File: src/rtl/mhc_pkg.sv
package mhc_pkg;
  // register offsets on the plain register port (byte addresses)
  localparam logic [7:0] MHC_P1_MSR_OFF   = 8'h00;  // port 1 modem status, read only
  localparam logic [7:0] MHC_P1_MCR_OFF   = 8'h04;  // port 1 modem control
  localparam logic [7:0] MHC_P1_IER_OFF   = 8'h08;  // port 1 interrupt enable
  localparam logic [7:0] MHC_P2_MSR_OFF   = 8'h10;  // port 2 modem status, read only
  localparam logic [7:0] MHC_P2_MCR_OFF   = 8'h14;  // port 2 modem control
  localparam logic [7:0] MHC_P2_IER_OFF   = 8'h18;  // port 2 interrupt enable
  localparam logic [7:0] MHC_IRQ_STS_OFF  = 8'h20;  // sticky event status, read only
  localparam logic [7:0] MHC_IRQ_CLR_OFF  = 8'h24;  // write one to clear status
  localparam logic [7:0] MHC_IRQ_EN_OFF   = 8'h28;  // event enable
  localparam logic [7:0] MHC_PORT_STRIDE  = 8'h10;  // address step between the two ports
  // modem control field positions
  localparam int MHC_MCR_DTR_BIT  = 0;
  localparam int MHC_MCR_RTS_BIT  = 1;
  localparam int MHC_MCR_LOOP_BIT = 4;
  // interrupt enable field position
  localparam int MHC_IER_MS_BIT   = 3;
  // reset values
  localparam logic [7:0] MHC_MCR_RST  = 8'h00;
  localparam logic [7:0] MHC_IER_RST  = 8'h00;
  localparam logic [1:0] MHC_IRQ_RST  = 2'h0;
  localparam logic [7:0] MHC_RD_ZERO  = 8'h00;

  // four modem inputs of one port, all active low as they arrive
  typedef struct packed {
    logic carrier_n;  // status bit 7 / change bit 3
    logic ring_n;     // status bit 6 / change bit 2
    logic set_rdy_n;  // status bit 5 / change bit 1
    logic clr_send_n; // status bit 4 / change bit 0
  } mhc_modem_in_t;

  // register port request
  typedef struct packed {
    logic [7:0] addr;
    logic [7:0] wdata;
    logic       wr;
    logic       rd;
  } mhc_req_t;
endpackage

File: src/rtl/mhc_top.sv
// Local design decisions: the address-and-strobe port and the register addresses.
`timescale 1ns/1ps
`default_nettype none
module mhc_top (
  input  wire logic                   clk_i,
  input  wire logic                   sys_rst_i,
  input  wire mhc_pkg::mhc_req_t      reg_req_i,
  output logic [7:0]                  reg_rdata_o,
  input  wire mhc_pkg::mhc_modem_in_t port1_modem_i,
  input  wire mhc_pkg::mhc_modem_in_t port2_modem_i,
  output logic                        port1_req_send_out_n_o,
  output logic                        port1_term_ready_out_n_o,
  output logic                        port2_req_send_out_n_o,
  output logic                        port2_term_ready_out_n_o,
  input  wire logic                   port2_uart_tx_i,
  input  wire logic                   port2_serial_in_i,
  output logic                        port2_serial_out_o,
  output logic                        port2_uart_rx_o,
  output logic                        port_irq_o,
  output logic                        irq_o
);
  import mhc_pkg::*;

  // per-port state kept in arrays indexed by port number
  logic [3:0]    prev_in_r   [2];   // input levels as last sampled
  logic [3:0]    delta_r     [2];   // change flags, bits 0..3 of status
  logic [7:0]    mcr_r       [2];   // modem control registers
  logic [7:0]    ier_r       [2];   // interrupt enable registers
  logic [1:0]    port_int_r;        // per-port modem-status interrupt latch
  logic [1:0]    irq_sts_r;         // sticky event status
  logic [1:0]    irq_en_r;          // event enable
  logic [7:0]    rdata_r;           // registered read data
  logic          rts_n_r     [2];   // registered request-to-send pins
  logic          dtr_n_r     [2];   // registered terminal-ready pins
  logic          ser_out_r;         // registered port 2 line output
  logic          ser_in_r;          // registered port 2 line input
  logic          irq_r;             // registered system interrupt

  // current inputs of both ports
  wire logic [3:0] cur_in [2];
  assign cur_in[0] = port1_modem_i;
  assign cur_in[1] = port2_modem_i;

  // register decode, one status read strobe per port
  wire logic [1:0] msr_rd;
  wire logic [1:0] mcr_wr;
  wire logic [1:0] ier_wr;
  wire logic       clr_wr;
  wire logic       en_wr;
  assign msr_rd[0] = reg_req_i.rd && reg_req_i.addr == MHC_P1_MSR_OFF;
  assign msr_rd[1] = reg_req_i.rd && reg_req_i.addr == MHC_P2_MSR_OFF;
  assign mcr_wr[0] = reg_req_i.wr && reg_req_i.addr == MHC_P1_MCR_OFF;
  assign mcr_wr[1] = reg_req_i.wr && reg_req_i.addr == MHC_P2_MCR_OFF;
  assign ier_wr[0] = reg_req_i.wr && reg_req_i.addr == MHC_P1_IER_OFF;
  assign ier_wr[1] = reg_req_i.wr && reg_req_i.addr == MHC_P2_IER_OFF;
  assign clr_wr    = reg_req_i.wr && reg_req_i.addr == MHC_IRQ_CLR_OFF;
  assign en_wr     = reg_req_i.wr && reg_req_i.addr == MHC_IRQ_EN_OFF;

  // status byte: upper nibble is the complement of the pins, lower the change flags
  function automatic logic [7:0] msr_val(input logic [3:0] pins, input logic [3:0] delta);
    msr_val = {~pins, delta};
  endfunction

  // output pin level from control byte: set bit drives low, loop forces high
  function automatic logic pin_n(input logic [7:0] modem_control_reg, input int bitpos);
    pin_n = modem_control_reg[MHC_MCR_LOOP_BIT] ? 1'b1 : ~modem_control_reg[bitpos];
  endfunction

  // per-port change detection and interrupt request
  wire logic [3:0] rise   [2];  // low-to-high since last sample
  wire logic [3:0] nxt_dl [2];  // next change flags
  wire logic [1:0] any_chg;     // any of the four inputs toggled
  wire logic [1:0] port_int_nxt;
  genvar p;
  generate
    for (p = 0; p < 2; p++) begin : g_port
      assign rise[p]    = cur_in[p] & ~prev_in_r[p];
      // a rising edge in the read cycle survives the clear
      assign nxt_dl[p]  = (msr_rd[p] ? 4'h0 : delta_r[p]) | rise[p];
      assign any_chg[p] = |(cur_in[p] ^ prev_in_r[p]);
      // interrupt latched on any change, cleared by the status read, set wins
      assign port_int_nxt[p] = ier_r[p][MHC_IER_MS_BIT] &&
                               ((port_int_r[p] && !msr_rd[p]) || any_chg[p]);
    end
  endgenerate

  // read mux, unmapped addresses read as zero
  wire logic [7:0] rd_mux;
  assign rd_mux = (reg_req_i.addr == MHC_P1_MSR_OFF)  ? msr_val(cur_in[0], delta_r[0]) :
                  (reg_req_i.addr == MHC_P2_MSR_OFF)  ? msr_val(cur_in[1], delta_r[1]) :
                  (reg_req_i.addr == MHC_P1_MCR_OFF)  ? mcr_r[0] :
                  (reg_req_i.addr == MHC_P2_MCR_OFF)  ? mcr_r[1] :
                  (reg_req_i.addr == MHC_P1_IER_OFF)  ? ier_r[0] :
                  (reg_req_i.addr == MHC_P2_IER_OFF)  ? ier_r[1] :
                  (reg_req_i.addr == MHC_IRQ_STS_OFF) ? {6'h00, irq_sts_r} :
                  (reg_req_i.addr == MHC_IRQ_EN_OFF)  ? {6'h00, irq_en_r} : MHC_RD_ZERO;

  // sticky status: new port interrupt rises set, clear wins never over a set
  wire logic [1:0] int_rise;
  wire logic [1:0] sts_nxt;
  assign int_rise = port_int_nxt & ~port_int_r;
  assign sts_nxt  = (irq_sts_r & ~(clr_wr ? reg_req_i.wdata[1:0] : 2'h0)) | int_rise;

  // per-port registers
  always_ff @(posedge clk_i) begin
    for (int i = 0; i < 2; i++) begin
      if (sys_rst_i) begin
        prev_in_r[i] <= 4'hf;
        delta_r[i]   <= 4'h0;
        mcr_r[i]     <= MHC_MCR_RST;
        ier_r[i]     <= MHC_IER_RST;
        rts_n_r[i]   <= 1'b1;
        dtr_n_r[i]   <= 1'b1;
      end else begin
        prev_in_r[i] <= cur_in[i];
        delta_r[i]   <= nxt_dl[i];
        if (mcr_wr[i]) begin
          mcr_r[i] <= reg_req_i.wdata;
        end
        if (ier_wr[i]) begin
          ier_r[i] <= reg_req_i.wdata;
        end
        // outputs follow the control register the cycle after it changes
        rts_n_r[i] <= pin_n(mcr_r[i], MHC_MCR_RTS_BIT);
        dtr_n_r[i] <= pin_n(mcr_r[i], MHC_MCR_DTR_BIT);
      end
    end
  end

  // interrupt and read path registers
  always_ff @(posedge clk_i) begin
    if (sys_rst_i) begin
      port_int_r <= 2'h0;
      irq_sts_r  <= MHC_IRQ_RST;
      irq_en_r   <= MHC_IRQ_RST;
      rdata_r    <= MHC_RD_ZERO;
      irq_r      <= 1'b0;
    end else begin
      port_int_r <= port_int_nxt;
      irq_sts_r  <= sts_nxt;
      if (en_wr) begin
        irq_en_r <= reg_req_i.wdata[1:0];
      end
      rdata_r <= reg_req_i.rd ? rd_mux : MHC_RD_ZERO;
      irq_r   <= |(sts_nxt & (en_wr ? reg_req_i.wdata[1:0] : irq_en_r));
    end
  end

  // port 2 line pins registered straight through; no clear-to-send gating on transmit
  always_ff @(posedge clk_i) begin
    if (sys_rst_i) begin
      ser_out_r <= 1'b1;
      ser_in_r  <= 1'b1;
    end else begin
      ser_out_r <= port2_uart_tx_i;
      ser_in_r  <= port2_serial_in_i;
    end
  end

  assign reg_rdata_o              = rdata_r;
  assign port1_req_send_out_n_o   = rts_n_r[0];
  assign port1_term_ready_out_n_o = dtr_n_r[0];
  assign port2_req_send_out_n_o   = rts_n_r[1];
  assign port2_term_ready_out_n_o = dtr_n_r[1];
  assign port2_serial_out_o       = ser_out_r;
  assign port2_uart_rx_o          = ser_in_r;
  assign port_irq_o               = port_int_r[1];
  assign irq_o                    = irq_r;

  // assertions: each watches what the block drives, never the bench
  // status levels: a read shows the complement of the pins seen in the read cycle
  // port 1 set-ready lands inverted in bit 5
  status_bit5_a: assert property (@(posedge clk_i) disable iff (sys_rst_i)
    reg_req_i.rd && reg_req_i.addr == MHC_P1_MSR_OFF |=> reg_rdata_o[5] == !$past(port1_modem_i.set_rdy_n))
    else $error("status bit 5 not the inverse of set-ready");
  // port 1 clear-to-send lands inverted in bit 4
  // the pin is only reported, here, in status bit 4, change bit 0 and through the port interrupt
  status_bit4_a: assert property (@(posedge clk_i) disable iff (sys_rst_i)
    msr_rd[0] |=> reg_rdata_o[4] == !$past(port1_modem_i.clr_send_n))
    else $error("status bit 4 not the inverse of clear-to-send");
  // port 1 ring lands inverted in bit 6
  status_bit6_a: assert property (@(posedge clk_i) disable iff (sys_rst_i)
    msr_rd[0] |=> reg_rdata_o[6] == !$past(port1_modem_i.ring_n))
    else $error("status bit 6 not the inverse of ring");
  // port 1 carrier lands inverted in bit 7
  status_bit7_a: assert property (@(posedge clk_i) disable iff (sys_rst_i)
    msr_rd[0] |=> reg_rdata_o[7] == !$past(port1_modem_i.carrier_n))
    else $error("status bit 7 not the inverse of carrier");
  // port 2 uses the same layout; a slip in the shared mux would swap the ports
  // port 2 set-ready in bit 5
  p2_status_bit5_a: assert property (@(posedge clk_i) disable iff (sys_rst_i)
    msr_rd[1] |=> reg_rdata_o[5] == !$past(port2_modem_i.set_rdy_n))
    else $error("port 2 status bit 5 not the inverse of set-ready");
  // port 2 clear-to-send in bit 4
  p2_status_bit4_a: assert property (@(posedge clk_i) disable iff (sys_rst_i)
    msr_rd[1] |=> reg_rdata_o[4] == !$past(port2_modem_i.clr_send_n))
    else $error("port 2 status bit 4 not the inverse of clear-to-send");
  // change flags: a rising pin must be flagged by the next edge
  // the edge history starts inactive, so no flag may appear out of reset
  // port 1 set-ready rise
  dsr_rise_flag_a: assert property (@(posedge clk_i) disable iff (sys_rst_i)
    $rose(port1_modem_i.set_rdy_n) |=> delta_r[0][1])
    else $error("set-ready rise did not set change bit 1");
  // port 1 clear-to-send rise
  cts1_rise_flag_a: assert property (@(posedge clk_i) disable iff (sys_rst_i)
    $rose(port1_modem_i.clr_send_n) |=> delta_r[0][0])
    else $error("port 1 clear-to-send rise did not set change bit 0");
  // port 1 ring rise
  ring_rise_flag_a: assert property (@(posedge clk_i) disable iff (sys_rst_i)
    $rose(port1_modem_i.ring_n) |=> delta_r[0][2])
    else $error("ring rise did not set change bit 2");
  // port 1 carrier rise
  carrier_rise_flag_a: assert property (@(posedge clk_i) disable iff (sys_rst_i)
    $rose(port1_modem_i.carrier_n) |=> delta_r[0][3])
    else $error("carrier rise did not set change bit 3");
  // port 2 set-ready rise
  p2_dsr_rise_a: assert property (@(posedge clk_i) disable iff (sys_rst_i)
    $rose(port2_modem_i.set_rdy_n) |=> delta_r[1][1])
    else $error("port 2 set-ready rise did not set change bit 1");
  // port 2 clear-to-send rise
  cts_rise_flag_a: assert property (@(posedge clk_i) disable iff (sys_rst_i)
    $rose(port2_modem_i.clr_send_n) |=> delta_r[1][0])
    else $error("clear-to-send rise did not set change bit 0");
  // port 2 ring rise
  p2_ring_rise_a: assert property (@(posedge clk_i) disable iff (sys_rst_i)
    $rose(port2_modem_i.ring_n) |=> delta_r[1][2])
    else $error("port 2 ring rise did not set change bit 2");
  // port 2 carrier rise
  p2_carrier_rise_a: assert property (@(posedge clk_i) disable iff (sys_rst_i)
    $rose(port2_modem_i.carrier_n) |=> delta_r[1][3])
    else $error("port 2 carrier rise did not set change bit 3");
  // a falling pin is no low-to-high change, so its flag must not move
  // unless a read clears it in the same cycle
  fall_keeps_flag_a: assert property (@(posedge clk_i) disable iff (sys_rst_i)
    $fell(port1_modem_i.carrier_n) && !msr_rd[0] |=> delta_r[0][3] == $past(delta_r[0][3]))
    else $error("carrier fall changed change bit 3");
  // a read clears the flags unless a rise lands in that very cycle
  // port 1 read clear
  p1_read_clear_a: assert property (@(posedge clk_i) disable iff (sys_rst_i)
    msr_rd[0] && !(|rise[0]) |=> delta_r[0] == 4'h0)
    else $error("port 1 status read did not clear change flags");
  // port 2 read clear
  read_clear_a: assert property (@(posedge clk_i) disable iff (sys_rst_i)
    msr_rd[1] && !(|rise[1]) |=> delta_r[1] == 4'h0)
    else $error("status read did not clear change flags");
  // interrupt path
  // port 1 latch stays low while its enable bit is clear
  ms_int_gate_a: assert property (@(posedge clk_i) disable iff (sys_rst_i)
    !ier_r[0][MHC_IER_MS_BIT] |=> !port_int_r[0])
    else $error("modem interrupt raised while disabled");
  // port 1 latch rises on any change while enabled, a read in that cycle loses
  ms_int_set_a: assert property (@(posedge clk_i) disable iff (sys_rst_i)
    ier_r[0][MHC_IER_MS_BIT] && any_chg[0] |=> port_int_r[0])
    else $error("port 1 change with enable set raised no interrupt");
  // port 2 latch stays low while disabled
  p2_int_gate_a: assert property (@(posedge clk_i) disable iff (sys_rst_i)
    !ier_r[1][MHC_IER_MS_BIT] |=> !port_int_r[1])
    else $error("port 2 modem interrupt raised while disabled");
  // port 2 latch rises on any change while enabled
  p2_int_set_a: assert property (@(posedge clk_i) disable iff (sys_rst_i)
    ier_r[1][MHC_IER_MS_BIT] && any_chg[1] |=> port_int_r[1])
    else $error("port 2 change with enable set raised no interrupt");
  // a new port 2 latch rise is recorded in the sticky status, even against a clear
  sticky_set_a: assert property (@(posedge clk_i) disable iff (sys_rst_i)
    int_rise[1] |=> irq_sts_r[1])
    else $error("port 2 interrupt rise lost from sticky status");
  // the level output is the or of enabled status bits
  // both sides are registers loaded at the same edge, so there is no lag
  irq_level_a: assert property (@(posedge clk_i) disable iff (sys_rst_i)
    irq_o == |(irq_sts_r & irq_en_r))
    else $error("interrupt output disagrees with enabled status");
  // output pins
  // reset leaves port 1 inactive
  reset_high_a: assert property (@(posedge clk_i)
    sys_rst_i |=> port1_req_send_out_n_o && port1_term_ready_out_n_o)
    else $error("outputs not inactive after reset");
  // reset leaves port 2 inactive
  reset_high_p2_a: assert property (@(posedge clk_i)
    sys_rst_i |=> port2_req_send_out_n_o && port2_term_ready_out_n_o)
    else $error("port 2 outputs not inactive after reset");
  // port 1 request-to-send follows a single write two edges later
  rts_follow_a: assert property (@(posedge clk_i) disable iff (sys_rst_i)
    mcr_wr[0] && !reg_req_i.wdata[MHC_MCR_LOOP_BIT] ##1 !mcr_wr[0]
      |=> port1_req_send_out_n_o == !$past(mcr_r[0][MHC_MCR_RTS_BIT]))
    else $error("request-to-send does not follow control bit 1");
  // port 2 request-to-send follows its control bit one edge later
  rts2_follow_a: assert property (@(posedge clk_i) disable iff (sys_rst_i)
    !mcr_r[1][MHC_MCR_LOOP_BIT] |=> port2_req_send_out_n_o == !$past(mcr_r[1][MHC_MCR_RTS_BIT]))
    else $error("port 2 request-to-send does not follow control bit 1");
  // port 1 terminal-ready follows control bit 0
  dtr_follow_a: assert property (@(posedge clk_i) disable iff (sys_rst_i)
    !mcr_r[0][MHC_MCR_LOOP_BIT] |=> port1_term_ready_out_n_o == !$past(mcr_r[0][MHC_MCR_DTR_BIT]))
    else $error("terminal-ready does not follow control bit 0");
  // port 2 terminal-ready follows control bit 0
  dtr2_follow_a: assert property (@(posedge clk_i) disable iff (sys_rst_i)
    !mcr_r[1][MHC_MCR_LOOP_BIT] |=> port2_term_ready_out_n_o == !$past(mcr_r[1][MHC_MCR_DTR_BIT]))
    else $error("port 2 terminal-ready does not follow control bit 0");
  // loop mode wins over the control bits on port 2
  loop_hold_a: assert property (@(posedge clk_i) disable iff (sys_rst_i)
    mcr_r[1][MHC_MCR_LOOP_BIT] |=> port2_req_send_out_n_o && port2_term_ready_out_n_o)
    else $error("outputs driven in loop mode");
  // and on port 1
  p1_loop_hold_a: assert property (@(posedge clk_i) disable iff (sys_rst_i)
    mcr_r[0][MHC_MCR_LOOP_BIT] |=> port1_req_send_out_n_o && port1_term_ready_out_n_o)
    else $error("port 1 outputs driven in loop mode");
  // line path and port separation
  // transmit copy is never gated by clear-to-send
  tx_copy_a: assert property (@(posedge clk_i) disable iff (sys_rst_i)
    !sys_rst_i |=> port2_serial_out_o == $past(port2_uart_tx_i))
    else $error("line output is not the transmit bit");
  // receive copy
  rx_copy_a: assert property (@(posedge clk_i) disable iff (sys_rst_i)
    !sys_rst_i |=> port2_uart_rx_o == $past(port2_serial_in_i))
    else $error("receive output is not the line input");
  // a port 1 control write must leave port 2 control untouched
  ports_apart_a: assert property (@(posedge clk_i) disable iff (sys_rst_i)
    mcr_wr[0] |=> mcr_r[1] == $past(mcr_r[1]))
    else $error("port 1 control write disturbed port 2");
  // scenario covers
  cov_int: cover property (@(posedge clk_i) disable iff (sys_rst_i) $rose(irq_o));
  cov_loop: cover property (@(posedge clk_i) disable iff (sys_rst_i) $rose(mcr_r[0][MHC_MCR_LOOP_BIT]));
  cov_clear: cover property (@(posedge clk_i) disable iff (sys_rst_i) msr_rd[0] && |delta_r[0]);
  cov_p2_int: cover property (@(posedge clk_i) disable iff (sys_rst_i) $rose(port_irq_o));
  cov_sts_clr: cover property (@(posedge clk_i) disable iff (sys_rst_i) clr_wr && |irq_sts_r);
endmodule
`default_nettype wire

File: config.mk
export PLATFORM = sky130hd
export DESIGN_NAME = mhc_top
export DESIGN_NICKNAME = d
export VERILOG_FILES = /design/src/rtl/mhc_pkg.sv /design/src/rtl/mhc_top.sv
export SDC_FILE = /design/constraint.sdc
export NUM_CORES = 1
export LEC_CHECK = 0
export BUFFER_PORTS_ARGS = -buffer_cell sky130_fd_sc_hd__buf_4
export CAP_MARGIN = 20
export CORE_MARGIN = 8
export CORE_UTILIZATION = 55
export DETAILED_ROUTE_END_ITERATION = 12
export PLACE_DENSITY_LB_ADDON = 0.1
export SLEW_MARGIN = 0
export SYNTH_ARGS = -nofsm -noshare
export SYNTH_HDL_FRONTEND = slang
export SYNTH_SLANG_ARGS = --single-unit
File: constraint.sdc
create_clock -name clk_i -period 2.71 [get_ports clk_i]
set_input_delay 0.4065 -clock clk_i [delete_from_list [all_inputs] [get_ports clk_i]]
set_output_delay 0.4065 -clock clk_i [all_outputs]
set_load 0.01 [all_outputs]
==> flow_summary.toml <==
[timing]
period_share_pct = 63.5
finalHoldViolCount = 0
layout_setup_ws_ns = 0.989
setup_viol = 0
worst_slew_pin_slew_ns = 0.621
rsz0062_at_grt = "no"
relSlewSlack_pct = 58.0
fmax_mhz = 581
slew_viol_final = 0
setup_tns_ns = 0
period_needed_ns = 1.72
skew_ns = 0.00757

[yosys]
synth_top_family_by_area = "simple AND/OR/NAND/NOR gates"
synth-compound-area-share_pct = 13.5
synth-xor-area-share_pct = 0
avgSynthCellArea_um2 = 10.4
synth.area.mux_share_pct = 1.97
synth_top_area_share_pct = 31.5
netlist_area_mm2 = 0.00305
synth_edf_count = 32
synthCells = 294
synth_flop_cell = "dfxtp_1"
synthAdderAreaFrac_pct = 3.28
ys_ff_latch = 69
synth.net_count = 332
ys_types = 40
synth_top_cell_by_area = "edfxtp_1"
synth_area_leaders = "edfxtp_1 (31%), dfxtp_1 (24%), and2_1 (7.2%)"
yosysWarningCount = 0
async_reset_ff_share_pct = 0
synth-simple-area-share_pct = 22.3
yosysSeqAreaShare_pct = 55.8

[routing]
wire_per_inst_um = 17.4
wl_um = 7280
vias_per_cell = 5.52
antenna_left = 0
vias = 2314
drc = 0
first_pass_iters = 4
dr.first_iter.drc_count = 139

[layout]
seq_area_mm2 = 0.00170
nets = 380
num-fill-cells = 444
multi_input_area_mm2 = 0.00125
area_growth_pct = 19.0
diodes = 0
drive_gt1_share_pct = 22.5

[power_and_ir_drop]
p_int_w = 0.00160
power.switching_w = 0.000497
combPwrFrac_pct = 9.2
seqPwrFrac_pct = 55.2
p_leak_nw = 1.48
switching_share_pct = 23.7
p_clk_share_pct = 35.7
p_per_area_mw_per_mm2 = 576
vdd_drop_max_v = 0.000428

[status]
outcome = "completed"

[clock_tree]
clockBufferDepth = 2
cts_resized = 0
ctsHoldBuffers = 0
clock_sinks = 69
cts_made_buffers = 9
insertion_delay_ns = 0.34
cts_setup_buffers = 0
htree_levels = 3
cts_tree = "built"
cts-root-buf = "clkbuf_8"
clk_pin_slew_ns = 0.07

[setup_path]
endpoint_kind = "flop"
worstSetupPathType = "in -> reg"
worstPathMaxFanout = 8
worstPathArrival_ns = 1.93
start_kind = "input pin"
cp.required_ns = 2.92

[global_route]
grt_use_total_pct = 18.2
grt_overflow_total = 0
grt_max_degree = 33
grt_pass1_vias = 2310
grt_pass1_wl_um = 11700
grt_antenna_before_repair = 0

[place]
hpwl_um = 5440
portBuffers = 45
place_congestion = 0.891
post-place-ws_ns = 0.665

[die]
dieArea_mm2 = 0.00819
rows = 27
die_w_um = 90.5
io-pin-count = 46
fp.coreArea_mm2 = 0.00544
initial_utilization_pct = 56.1
die_height_um = 90.5

[job]
cap_violations = 0

[hold_path]
hold_class = "in -> reg"
synth_stat cells (all sizes together), types with 3 or more instances:
| cell | number |
|---|---|
| nand3 | 4 |
| nand4 | 6 |
| dfxtp | 37 |
| a221oi | 4 |
| nand2 | 20 |
| mux2i | 6 |
| o2bb2ai | 3 |
| a32o | 3 |
| nor3 | 7 |
| inv | 14 |
| o21ai | 18 |
| and2 | 35 |
| nor2 | 20 |
| a21oi | 26 |
| edfxtp | 32 |
| clkbuf | 9 |
| or2 | 12 |
| ha | 8 |
registers in the layout (all words and copies together) (netlist names), 2 cells and up:
| name | count |
|---|---|
| rts_n_r | 2 |
| dtr_n_r | 2 |
| irq_sts_r | 2 |
| port_int_r | 2 |
| reg_rdata_o | 8 |
| prev_in_r | 8 |
| delta_r | 8 |
| ier_r | 16 |
| irq_en_r | 2 |
| mcr_r | 16 |
worst max-delay path: stages:
cell     delay (ns)
buf_4          0.13
nor3_1         0.45
buf_4          0.24
nand4_1        0.13
nor2_1         0.38
and2_1         0.19
cell usage in the layout (no fill, tap or decap), drive strengths merged, types with 2 or more instances in the layout:
cell type / n
buf: 48
dfxtp: 37
and2: 35
edfxtp: 32
a21oi: 26
nor2: 20
nand2: 20
o21ai: 18
inv: 14
clkbuf: 14
or2: 12
ha: 8
nor3: 7
nand4: 6
mux2i: 6
nand3: 4
a221oi: 4
a32o: 3
o2bb2ai: 3
nor4b: 2
nor4: 2
nor2b: 2
a22o: 2
o22ai: 2
a2111oi: 2
nor3b: 2
o21bai: 2
a21o: 2
a22oi: 2
or4b: 2
clkinv: 2
cell type report:
cell class / instances / share of cell area [%]
clock inverter: 2 / 0.241
multi-input combinational: 200 / 34.6
tap: 72 / 2.48
clock buffer: 14 / 4.48
inverter: 14 / 1.45
sequential: 69 / 46.9
timing repair buffer: 48 / 9.92
kinds of logic (layout without fill, tap and decap cells):
| group | Yosys count | in the layout |
|---|---|---|
| buffers and inverters | 25 | 78 |
| adders and majority gates | 8 | 8 |
| and+or+nand+nor | 119 | 119 |
| DFF | 69 | 69 |
| muxes | 6 | 6 |
| AOI/OAI and AO/OA | 67 | 67 |
final timing paths:
kind	slack [ns]	depth (start not counted)	end	from
setup / recovery	0.99	6	ier_r[1][0]	reg_req_i[15]
hold / removal	0.25	2	port2_serial_out_o	port2_uart_tx_i
setup reg to reg	1.31	5	irq_sts_r[1]	prev_in_r[1][2]
hold reg to reg	0.45	1	rts_n_r[0]	mcr_r[0][1]
stage by stage:
| stage | power (W) | instances | instance area [um2] | hold slack, ns | utilization (%) |
|---|---|---|---|---|---|
| final | 0.00209 | 419 | 3630 | 0.247 | 66.8 |
| after global routing | 0.00216 | 419 | 3630 | 0.253 | 66.8 |
| after CTS | 0.00210 | 419 | 3630 | 0.240 | 66.8 |
| after detailed placement | 0.00137 | 403 | 3460 | 0.435 | 63.6 |
| after global placement | 0.00136 | 403 | 3460 | 0.430 | 63.6 |
| after floorplan | 0.00127 | 294 | 3050 | 0.413 | - |
power by group through the flow:
stage               registers, W  logic [W]  clock network, W
floorplan                0.00117   0.000100                 0
global placement         0.00118   0.000189                 0
detailed placement       0.00118   0.000191                 0
CTS                      0.00115   0.000192          0.000750
global route             0.00116   0.000212          0.000790
finish                   0.00115   0.000192          0.000746
routing by layer:
metal  part of all wire [%]  GRT usage, %  wire length (um)
met5                      0             0                 0
met3                    5.4          4.32               391
met1                     44          22.6              3240
met2                     49          29.7              3600
met4                   0.77          6.80                56
(Power assumes the default switching activity.)
